File: src/rtl/led_rx_pkg.sv
// constants, types and helpers shared by the gradation receiver
package led_rx_pkg;

	// clock and link timing
	localparam int CLK_HZ        = 25_000_000;
	localparam int CLK_PERIOD_NS = 40;
	localparam int BIT_NS_MIN    = 500;   // fastest rate, 2.0 MHz
	localparam int BIT_NS_MAX    = 2000;  // slowest rate, 0.5 MHz
	localparam int JIT_NS        = 54;    // jitter either side of an edge
	localparam int WIN_NS        = 135;   // least detection window
	localparam int TOL_CYC       = (JIT_NS + CLK_PERIOD_NS - 1)
		/ CLK_PERIOD_NS;
	localparam int WIN_CYC       = 2 * TOL_CYC + 1;
	localparam int WIN_MIN_CYC   = (WIN_NS + CLK_PERIOD_NS - 1)
		/ CLK_PERIOD_NS;
	localparam int PER_MIN_CYC   = BIT_NS_MIN / CLK_PERIOD_NS - TOL_CYC;
	localparam int PER_MAX_CYC   = (BIT_NS_MAX + CLK_PERIOD_NS - 1)
		/ CLK_PERIOD_NS + TOL_CYC;

	// timer widths and sized copies
	localparam int CNT_W = 7;
	localparam logic [CNT_W-1:0] TOL_C     = CNT_W'(TOL_CYC);
	localparam logic [CNT_W-1:0] PER_MIN_C = CNT_W'(PER_MIN_CYC);
	localparam logic [CNT_W-1:0] PER_MAX_C = CNT_W'(PER_MAX_CYC);
	localparam logic [CNT_W-1:0] CNT_ONE   = 7'h01;
	localparam logic [CNT_W-1:0] CNT_SAT   = 7'h7F;

	// line filter: changes shorter than this many cycles are dropped
	localparam int FILT_CYC = 2;
	localparam logic [1:0] FILT_LAST = 2'(FILT_CYC - 1);

	// pwm reference and frame spacing
	localparam int PWM_HZ  = 70_000;
	localparam int PWM_DIV = CLK_HZ / PWM_HZ;
	localparam int GAP_PWM = 127;
	localparam logic [6:0] GAP_C = 7'(GAP_PWM);

	// frame layout
	localparam int NUM_CH    = 24;
	localparam int VAL_W     = 7;
	localparam int ADDR_W    = 6;
	localparam int MODE_W    = 2;
	localparam int HDR_BITS  = ADDR_W + MODE_W;
	localparam logic [3:0] HDR_LAST  = 4'(HDR_BITS);
	localparam logic [2:0] VBIT_LAST = 3'(VAL_W - 1);
	localparam logic [4:0] CH_FULL   = 5'h18;
	localparam logic [4:0] CH_SIX    = 5'h06;
	localparam logic [4:0] CH_TWELVE = 5'h0C;

	typedef enum logic [MODE_W-1:0] {
		MODE_FULL     = 2'h0,
		MODE_SIX      = 2'h1,
		MODE_TWELVE   = 2'h2,
		MODE_FULL_ALT = 2'h3
	} mode_t;

	// three identity pins, each a 2-bit level code (ground, mid, supply)
	typedef struct packed {
		logic [1:0] identity_select_pin_c;
		logic [1:0] identity_select_pin_b;
		logic [1:0] identity_select_pin_a;
	} ident_pins_t;

	// one channel write toward the shadow bank
	typedef struct packed {
		logic             en;
		logic [4:0]       idx;
		logic [VAL_W-1:0] val;
	} chan_wr_t;

	// number of channel slots a mode accepts
	function automatic logic [4:0] mode_limit(input mode_t m);
		case (m)
			MODE_SIX:    mode_limit = CH_SIX;
			MODE_TWELVE: mode_limit = CH_TWELVE;
			default:     mode_limit = CH_FULL;
		endcase
	endfunction

endpackage

File: src/rtl/led_gradation_data_receiver.sv
// single-wire gradation frame receiver with channel store and pwm
// What this block does
// Host sends all twenty-four channel values in full-width mode.
// Full-width mode keeps channels one to 24, ignores later slots.
// Short full-width frame updates received channels, others keep values.
// Six or twelve channel mode discards values beyond its channel count.
// Short six or twelve channel frame leaves unsent channels unchanged.
// Same-address frames spaced 127 pwm clocks; closer ones dropped.
// Frames to other identities need no spacing; own frame still taken.
// Bit rate 0.5 to 2.0 MHz is learned and accepted.
// Bit period learned from start command, used from address onward.
// Data edge accepted only inside jitter window around expected time.
// Identity comes from three identity pins, captured after reset.
// New data reaches outputs when pwm counter wraps to zero.
// Reset clears channel and configuration state before any frame.
// Line pulses shorter than two clocks are filtered out.
// Seven-bit channel values drive a free-running 7-bit pwm.
// Incoming line is re-driven on the buffered output for cascade.
`timescale 1ns/100ps
`default_nettype none
module led_gradation_data_receiver
	import led_rx_pkg::*;
#(
	parameter int REF_DIV = PWM_DIV  // clocks per pwm count
) (
	input  wire logic          clk,
	input  wire logic          rst_n,
	input  wire logic          ce,
	input  wire logic          data_in,
	input  wire ident_pins_t   ident_pins,
	output logic               data_out,
	output logic [NUM_CH-1:0]  led_on,
	output logic               frame_ok
);
	typedef enum logic [1:0] {
		ST_IDLE  = 2'b00,
		ST_LEARN = 2'b01,
		ST_BITS  = 2'b11
	} rx_state_t;

	rx_state_t                      state_ff;
	logic                           line_ff;
	logic [1:0]                     flt_cnt_ff;
	logic                           out_ff;
	logic [ADDR_W-1:0]              ident_ff;
	logic                           id_done_ff;
	logic [CNT_W-1:0]               cnt_ff;
	logic [CNT_W-1:0]               per_ff;
	logic [HDR_BITS-1:0]            hdr_ff;
	logic [3:0]                     hdr_cnt_ff;
	logic [VAL_W-1:0]               val_ff;
	logic [2:0]                     vbit_ff;
	logic [4:0]                     ch_ff;
	logic                           wrote_ff;
	logic                           commit_ff;
	logic [6:0]                     guard_ff;
	logic                           ok_ff;
	logic [NUM_CH-1:0][VAL_W-1:0]   shadow_ff;
	logic [NUM_CH-1:0][VAL_W-1:0]   active_ff;
	logic                           edge_take;
	logic                           in_win;
	logic                           early;
	logic                           bit_acc;
	logic                           timeout;
	logic                           frame_end;
	logic                           pwm_tick;
	logic                           pwm_wrap;
	logic                           match;
	chan_wr_t                       wr;

	// cascade re-drive
	always_ff @(posedge clk) begin
		if (!rst_n)
			out_ff <= 1'b1;
		else if (ce)
			out_ff <= data_in;
	end
	assign data_out = out_ff;

	// short pulse filter
	always_ff @(posedge clk) begin
		if (!rst_n) begin
			line_ff    <= 1'b1;
			flt_cnt_ff <= 2'h0;
		end else if (ce) begin
			if (data_in == line_ff)
				flt_cnt_ff <= 2'h0;
			else if (flt_cnt_ff == FILT_LAST) begin
				line_ff    <= data_in;
				flt_cnt_ff <= 2'h0;
			end else
				flt_cnt_ff <= flt_cnt_ff + 2'h1;
		end
	end
	assign edge_take = ce && (data_in != line_ff) && (flt_cnt_ff == FILT_LAST);

	// identity capture once after reset release
	always_ff @(posedge clk) begin
		if (!rst_n) begin
			ident_ff   <= 6'h00;
			id_done_ff <= 1'b0;
		end else if (ce && !id_done_ff) begin
			ident_ff   <= ident_pins;
			id_done_ff <= 1'b1;
		end
	end

	// expected-edge window from the learned period
	assign in_win    = (cnt_ff >= per_ff - TOL_C) && (cnt_ff <= per_ff + TOL_C);
	assign early     = cnt_ff < per_ff - TOL_C;
	assign bit_acc   = (state_ff == ST_BITS) && edge_take && in_win;
	assign timeout   = (state_ff == ST_BITS) && !edge_take
		&& (cnt_ff > per_ff + TOL_C);
	assign frame_end = ce && timeout;
	assign match     = (hdr_ff[HDR_BITS-1:MODE_W] == ident_ff);

	// receive state and bit timer
	always_ff @(posedge clk) begin
		if (!rst_n) begin
			state_ff <= ST_IDLE;
			cnt_ff   <= CNT_ONE;
			per_ff   <= PER_MAX_C;
		end else if (ce) begin
			if (cnt_ff != CNT_SAT)
				cnt_ff <= cnt_ff + CNT_ONE;
			case (state_ff)
				ST_IDLE: begin
					if (id_done_ff && edge_take && !data_in) begin
						state_ff <= ST_LEARN;
						cnt_ff   <= CNT_ONE;
					end
				end
				ST_LEARN: begin
					// learned period must fit the rate range
					if (edge_take && cnt_ff >= PER_MIN_C
							&& cnt_ff <= PER_MAX_C) begin
						per_ff   <= cnt_ff;
						cnt_ff   <= CNT_ONE;
						state_ff <= ST_BITS;
					end else if (edge_take || cnt_ff > PER_MAX_C)
						state_ff <= ST_IDLE;
				end
				ST_BITS: begin
					if (bit_acc)
						cnt_ff <= CNT_ONE;
					else if (timeout || (edge_take && !early))
						state_ff <= ST_IDLE;
				end
				default: state_ff <= ST_IDLE;
			endcase
		end
	end

	// header and value assembly
	always_ff @(posedge clk) begin
		if (!rst_n) begin
			hdr_ff     <= 8'h00;
			hdr_cnt_ff <= 4'h0;
			val_ff     <= 7'h00;
			vbit_ff    <= 3'h0;
			ch_ff      <= 5'h00;
		end else if (ce) begin
			if (state_ff != ST_BITS) begin
				hdr_cnt_ff <= 4'h0;
				vbit_ff    <= 3'h0;
				ch_ff      <= 5'h00;
			end else if (bit_acc) begin
				if (hdr_cnt_ff != HDR_LAST) begin
					hdr_ff     <= {hdr_ff[HDR_BITS-2:0], data_in};
					hdr_cnt_ff <= hdr_cnt_ff + 4'h1;
				end else if (vbit_ff == VBIT_LAST) begin
					vbit_ff <= 3'h0;
					if (ch_ff != CH_FULL)
						ch_ff <= ch_ff + 5'h01;
				end else begin
					val_ff  <= {val_ff[VAL_W-2:0], data_in};
					vbit_ff <= vbit_ff + 3'h1;
				end
			end
		end
	end

	// slot limit by mode; spacing guard for own id
	always_comb begin
		wr.en  = bit_acc && (hdr_cnt_ff == HDR_LAST)
			&& (vbit_ff == VBIT_LAST) && match && (guard_ff == 7'h00)
			&& (ch_ff < mode_limit(mode_t'(hdr_ff[MODE_W-1:0])));
		wr.idx = ch_ff;
		wr.val = {val_ff[VAL_W-2:0], data_in};
	end

	// shadow store, only the written slot changes
	always_ff @(posedge clk) begin
		if (!rst_n)
			shadow_ff <= '0;
		else if (wr.en)
			shadow_ff[wr.idx] <= wr.val;
	end

	// frame bookkeeping: write seen, commit request, spacing guard
	always_ff @(posedge clk) begin
		if (!rst_n) begin
			wrote_ff  <= 1'b0;
			commit_ff <= 1'b0;
			guard_ff  <= 7'h00;
			ok_ff     <= 1'b0;
		end else if (ce) begin
			ok_ff <= frame_end && wrote_ff && line_ff;
			if (frame_end || state_ff != ST_BITS)
				wrote_ff <= 1'b0;
			else if (wr.en)
				wrote_ff <= 1'b1;
			// set wins over the clear on the same wrap
			if (frame_end && wrote_ff && line_ff)
				commit_ff <= 1'b1;
			else if (pwm_wrap)
				commit_ff <= 1'b0;
			// hold off the next frame to this id
			if (frame_end && wrote_ff && line_ff)
				guard_ff <= GAP_C;
			else if (pwm_tick && guard_ff != 7'h00)
				guard_ff <= guard_ff - 7'h01;
		end
	end
	assign frame_ok = ok_ff;

	// active bank loads on pwm wrap
	always_ff @(posedge clk) begin
		if (!rst_n)
			active_ff <= '0;
		else if (pwm_wrap && commit_ff)
			active_ff <= shadow_ff;
	end

	// pwm outputs
	pwm_engine #(
		.N_CH (NUM_CH),
		.DIV  (REF_DIV)
	) u_pwm (
		.clk     (clk),
		.rst_n   (rst_n),
		.ce      (ce),
		.duty    (active_ff),
		.pwm_out (led_on),
		.tick    (pwm_tick),
		.wrap    (pwm_wrap)
	);
endmodule
`default_nettype wire

File: src/rtl/pwm_engine.sv
// free-running 7-bit pwm counter with per-channel comparators
`timescale 1ns/100ps
`default_nettype none
module pwm_engine
	import led_rx_pkg::*;
#(
	parameter int N_CH = NUM_CH,
	parameter int DIV  = PWM_DIV
) (
	input  wire logic                        clk,
	input  wire logic                        rst_n,
	input  wire logic                        ce,
	input  wire logic [N_CH-1:0][VAL_W-1:0]  duty,
	output logic      [N_CH-1:0]             pwm_out,
	output logic                             tick,
	output logic                             wrap
);
	localparam logic [8:0] DIV_LAST = 9'(DIV - 1);
	localparam logic [VAL_W-1:0] CNT_TOP = 7'h7F;

	logic [8:0]       pre_ff;
	logic [VAL_W-1:0] cnt_ff;
	logic [N_CH-1:0]  pwm_ff;

	// reference clock divider
	always_ff @(posedge clk) begin
		if (!rst_n)
			pre_ff <= 9'h000;
		else if (ce)
			pre_ff <= (pre_ff == DIV_LAST) ? 9'h000 : pre_ff + 9'h001;
	end

	assign tick = ce && (pre_ff == DIV_LAST);
	assign wrap = tick && (cnt_ff == CNT_TOP);

	// 7-bit duty counter
	always_ff @(posedge clk) begin
		if (!rst_n)
			cnt_ff <= 7'h00;
		else if (tick)
			cnt_ff <= cnt_ff + 7'h01;
	end

	// duty compare per channel
	genvar i;
	generate
		for (i = 0; i < N_CH; i++) begin : g_ch
			always_ff @(posedge clk) begin
				if (!rst_n)
					pwm_ff[i] <= 1'b0;
				else if (ce)
					pwm_ff[i] <= (duty[i] > cnt_ff);
			end
		end
	endgenerate

	assign pwm_out = pwm_ff;
endmodule
`default_nettype wire

File: config.mk
export PLATFORM = sky130hd
export DESIGN_NAME = led_gradation_data_receiver
export DESIGN_NICKNAME = d
export VERILOG_FILES = /design/src/rtl/led_rx_pkg.sv /design/src/rtl/led_gradation_data_receiver.sv /design/src/rtl/pwm_engine.sv
export SDC_FILE = /design/constraint.sdc
export NUM_CORES = 1
export LEC_CHECK = 0
export BUFFER_PORTS_ARGS = -buffer_cell sky130_fd_sc_hd__clkbuf_2
export CORE_UTILIZATION = 65
export CTS_CLUSTER_SIZE = 16
export DETAILED_ROUTE_END_ITERATION = 8
export GPL_ROUTABILITY_DRIVEN = 0
export GPL_TIMING_DRIVEN = 0
export PLACE_DENSITY = 0.87
export RECOVER_POWER = 100
export SLEW_MARGIN = 10
export SYNTH_ARGS = -nofsm -noshare
export SYNTH_HDL_FRONTEND = slang
export SYNTH_HIERARCHICAL = 1
export SYNTH_SLANG_ARGS = --single-unit
File: constraint.sdc
create_clock -name clk -period 6.7 [get_ports clk]
set_clock_uncertainty 0.05 [all_clocks]
set_input_delay 0.67 -clock clk [delete_from_list [all_inputs] [get_ports clk]]
set_output_delay 0.67 -clock clk [all_outputs]
set_load 0.005 [all_outputs]
Word level (Yosys, flattened, before mapping)
Index checks and enable logic that the tools add are counted.
{ "totals": {"ff_bits": 439, "input_bits": 10, "output_inout_bits": 26, "word_cells": 250} }
{ "op_classes": {"n_addsub": 10, "n_lt_le_gt_ge": 34, "n_eq_ne": 21, "mux": 36, "n_bitwise": 4, "n_reduce_logical": 54} }
{ "ops": {"columns": ["operator", "n"], "rows": [
  ["$gt 7x7->1", 25],
  ["$bwmux 168", 1],
  ["$mux 7", 7],
  ["$demux 7 s5", 1],
  ["$logic_and 1x1->1", 26],
  ["$mux 5", 5],
  ["$pmux 7 s3", 1],
  ["$reduce_and 5->1", 3],
  ["$add 7x1->7 const B", 2],
  ["$mux 2", 7],
  ["$reduce_bool 2->1", 7],
  ["$mux 3", 4],
  ["$mux 4", 3],
  ["$reduce_and 3->1", 4],
  ["$pmux 5 s2", 1],
  ["$add 9x1->9 const B", 1],
  ["$eq 9x9->1 const B", 1],
  ["$mux 9", 1],
  ["$add 7x2->7 const B", 1],
  ["$eq 7x7->1 const B", 1],
  ["$ge 7x4->1 const B", 1],
  ["$ge 7x7->1", 1],
  ["$gt 7x6->1 const B", 1],
  ["$le 7x6->1 const B", 1],
  ["other kinds (34)", 53]
]} }

Longest topological paths before layout
{ "logic_depth": {"depth_word": 12, "mapped_depth": 12, "depth_no_buf": 11} }

Cells and area by module
Netlist, hierarchy kept.
{ "by_module_without_submodules": {"columns": ["module", "instances", "cells_each", "area_per_inst_um2", "seq_area_each_um2"], "rows": [
  ["led_gradation_data_receiver", 1, 1711, 15929.0, 7987.7],
  ["pwm_engine", 1, 587, 5308.8, 800.8]
]} }

Least setup slack after synthesis
Ideal clock, no wire load.
{ "synth_path": {"path_kind": "reg2reg", "start": "register per_ff[3]", "end": "register ch_ff[3]", "setup_time_ns": 0.071, "t_arrival_ns": 2.930, "required_ns": 6.579, "setup_slack_ns": 3.650, "stages_incl_launch_ff": 13, "n_path_buf": 2, "synth_period_minus_slack_ns": 3.050, "path_cell_list": "dfxtp_1 > clkbuf_1 > nand3_1 > nor2_1 > xnor2_1 > ha_1 > nand4_1 > or2_2 > o22a_2 > or4_1 > clkbuf_2 > or3_1 > a21oi_1"} }
{ "synth_between": {"elab_chain_len": 6, "word_cells_on_any_way": 8, "classes_between": "add/sub: 2; order compare: 2; reduce/logical: 4"} }
{ "synth_lines": {"columns": ["item", "line_no", "source"], "rows": [
  ["start, declared", "led_gradation_data_receiver.sv:48", "logic [CNT_W-1:0] per_ff;"],
  ["start signal, assigned", "led_gradation_data_receiver.sv:137", "per_ff <= cnt_ff;"],
  ["$sub 7x2->7 / $add 7x2->7 (equally long branches)", "led_gradation_data_receiver.sv:109", "assign in_win = (cnt_ff >= per_ff - TOL_C) && (cnt_ff <= per_ff + TOL_C);"],
  ["$ge 7x7->1 / $le 7x7->1 (equally long branches)", "led_gradation_data_receiver.sv:109", null],
  ["$logic_and 1x1->1 (*)", "led_gradation_data_receiver.sv:109", null],
  ["$logic_and 1x1->1 (*)", "led_gradation_data_receiver.sv:111", "assign bit_acc = (state_ff == ST_BITS) && edge_take && in_win;"],
  ["$reduce_bool 2->1 (no source line) (*)", null, null],
  ["$reduce_and 5->1 (no source line) (*)", null, null],
  ["end signal, assigned", "led_gradation_data_receiver.sv:174", "ch_ff <= ch_ff + 5'h01;"],
  ["end, declared", "led_gradation_data_receiver.sv:53", "logic [4:0] ch_ff;"]
]} }
Every way passes the cells marked *; elsewhere a longest branch is shown, timed or not.
A chain may end at the register's enable or synchronous reset.

Worst setup path after layout
{ "layout_path": {"start": "register per_ff[3]", "end": "register shadow_ff[41] in the netlist's numbering"} }
{ "layout_between": {"elab_chain_len": 9, "word_cells_on_any_way": 11, "classes_between": "add/sub: 2; order compare: 2; reduce/logical: 7"} }
{ "layout_lines": {"columns": ["item", "line_no", "source"], "rows": [
  ["$sub 7x2->7 / $add 7x2->7 (equally long branches)", "led_gradation_data_receiver.sv:109", null],
  ["$ge 7x7->1 / $le 7x7->1 (equally long branches)", "led_gradation_data_receiver.sv:109", null],
  ["$logic_and 1x1->1 (*)", "led_gradation_data_receiver.sv:109", null],
  ["$logic_and 1x1->1 (*)", "led_gradation_data_receiver.sv:111", null],
  ["$logic_and 1x1->1 (*)", "led_gradation_data_receiver.sv:185", "wr.en = bit_acc && (hdr_cnt_ff == HDR_LAST)"],
  ["$logic_and 1x1->1 (*) (3 in a row)", "led_gradation_data_receiver.sv:186", "&& (vbit_ff == VBIT_LAST) && match && (guard_ff == 7'h00)"],
  ["$logic_and 1x1->1 (*)", "led_gradation_data_receiver.sv:187", "&& (ch_ff < mode_limit(mode_t'(hdr_ff[MODE_W-1:0])));"],
  ["end signal, assigned by index", "led_gradation_data_receiver.sv:197", "shadow_ff[wr.idx] <= wr.val;"],
  ["end, declared", "led_gradation_data_receiver.sv:58", "logic [NUM_CH-1:0][VAL_W-1:0] shadow_ff;"]
]} }
Marked as above.

==> reports/results.ini <==
[detailed_routing]
wl_per_cell_um = 19.2
drt-total-wl_mm = 54.4
drt_iter0_drc = 1436
vias = 17300
firstDrtPassIters = 6
drc = 0
final_antenna_net_count = 0
via_per_inst = 6.11

[synthesis]
yosysWarnings = 6
synth_ff_type = dfxtp_1
netlist_area_mm2 = 0.0212
yosysUniqueCellTypes = 68
synthTopCellsByArea = dfxtp_1 41%, ha_1 12%, nand2_1 10%
synth-edff-count = 0
synth_area_leader_cell = dfxtp_1
yosysSeqAreaShare_pct = 41.4
synthAdderAreaFrac_pct = 11.7
synth_xor_area_share_pct = 1.19
syn_nets = 2507
synth_top_area_share_pct = 41.4
synthCells = 2298
synth-compound-area-share_pct = 13.8
avgSynthCellArea_um2 = 9.24
ys_ff_latch = 439
synth_mux_area_share_pct = 9.61
synth_async_sr_flop_share_pct = 0
synth_top_family_by_area = simple AND/OR/NAND/NOR gates
synthSimpleGateAreaFrac_pct = 19.0

[global_routing]
grtUsageMet2_pct = 57.2
antenna_found_initial = 1
grt_use_met3_pct = 4.61
gr-usage-met1_pct = 40.1
grt.busiest_layer = met2
track_usage_pct = 32.6
grt_pass1_wl_mm = 87.2
grt_overflow = 0
grt_pass1_vias = 17400
grt_max_degree = 27

[clock_tree]
htree_levels = 2
ctsHoldBuffers = 0
cts-buffers-inserted = 44
clk_latency_ns = 0.55
cts_tree = yes
postCtsSetupBuffers = 0
root_buffer = clkbuf_16
cts.path.max_buffers = 3
cts_resized = 0
clk_pin_slew_worst_paths_ns = 0.06
cts_num_sinks = 439

[sta]
period_minus_slack_ns = 4.60
max_freq_mhz = 217
hold_viol = 0
rsz0062_at_grt = no
fin_ws_ns = 2.10
slew_headroom_pct = -1.85
finalCritPeriodShare_pct = 68.7
drv_slew = 26
tightest_slew_ns = 1.53
tns_ns = 0
setup_viol = 0

[final_layout]
fin_area_mm2 = 0.0231
final_common_cell = nand2_1
syn2layout_area_growth_pct = 8.56
final_cell_mix = 591 x nand2_1, 439 x dfxtp_1, 204 x mux2i_1
nets = 2587
n_antenna_cell = 0
drive_above_1_share_pct = 4.66

[critical_path]
r2r_cells = 12
crit_type = reg2reg
required_ns = 7.10
endpoint_kind = register
cp.arrival_ns = 5.00
start_kind = register
cp_max_fo = 10

[power_and_ir_drop]
power_density_mw_per_mm2 = 227
ir_drop_mv = 0.252
total_power_mw = 5.23
power_leakage_nw = 9.95

[run_status]
violations = max-capacitance violations, max-slew violations
status = complete, but fails checks

[floorplanning]
ioPinCount = 36
initial_core_util_pct = 66.6
die_area_mm2 = 0.0334
coreArea_mm2 = 0.0319
die_h_um = 183
rows = 65
die_width_um = 183

[place]
port_buffers = 33
dpl_worst_slack_ns = 2.64
placed_cell_area_mm2 = 0.0220
dp_hpwl_mm = 37.1

[job]
cap_violations = 1

[min_path]
whs_path_depth = 3
hp-class = in2reg

## synthesized netlist by cell type (37+ instances only)
library cell	count
nand2_1	591
dfxtp_1	439
mux2i_1	204
ha_1	199
a21boi_0	178
clkbuf_1	102
a21oi_1	68
inv_1	50
o21ai_0	47
nand3_1	41
nand4_1	37
## cells by family (layout without fill, tap and decap cells)
| kind of cell | Yosys count | in the layout |
|---|---|---|
| and+or+nand+nor | 837 | 837 |
| DFF | 439 | 439 |
| AOI/OAI and AO/OA | 416 | 416 |
| muxes | 204 | 204 |
| adders and majority gates | 199 | 199 |
| buffers and inverters | 175 | 280 |
| xor gates and xnor gates | 28 | 28 |
## final timing paths
check	from	end	slack (ns)
setup / recovery	per_ff[3]	shadow_ff[41]	2.10
hold / removal	ident_pins[3]	ident_ff[3]	0.33
setup reg to reg	per_ff[3]	shadow_ff[41]	2.10
hold reg to reg	flt_cnt_ff[1]	flt_cnt_ff[1]	0.39
## metrics by stage
step	util (%)	std cells	hold slack, ns
2_1_floorplan	-	2298	0.370
3_3_place_gp	68.8	2766	0.380
3_5_place_dp	68.9	2767	0.390
4_1_cts	73.4	2838	0.327
5_1_grt	72.3	2838	0.362
6_report	72.3	2838	0.332
## cell type report
type                    instances  area (µm²)
fillers                      2283        8820
well taps                     435         544
plain buffers                 125         487
multi-input cells            1684       11400
clock buffers                  62        1300
clock inverters                 9         129
repair buffers                 34         178
inverters                      50         188
flip-flops and latches        439        8790
## critical path: stages, from the launching register on
cell and delay [ns]:
dfxtp_1 0.30, clkbuf_1 0.26, nand3_1 0.17, nor2_1 0.18
xnor2_1 0.10, ha_1 0.33, nand4_1 0.16, or2_2 0.34
o22a_1 0.28, nor3_1 0.94, clkbuf_1 0.41, nand4_1 0.60
mux2i_1 0.38
## routing by layer
metal | vias to the layer above | part of all wire, %
li1 | 8182 | -
met1 | 8327 | 41
met2 | 644 | 48
met3 | 174 | 7.4
met4 | 0 | 4.1
met5 | - | 0
## report_power, final
group          internal, mW  switching (mW)
registers              2.62         0.00831
logic                0.0444          0.0966
clock network          1.46            1.01
total                  4.12            1.11
## state kept, by name, indices dropped and copies added (netlist names), 4 cells and up
register / count
ident_ff: 6
per_ff: 7
u_pwm/pre_ff: 9
guard_ff: 7
ch_ff: 5
u_pwm/pwm_out: 24
u_pwm/cnt_ff: 7
hdr_ff: 8
cnt_ff: 7
active_ff: 168
hdr_cnt_ff: 4
shadow_ff: 168
val_ff: 6
Note: power is estimated with default switching activity, not from simulation.
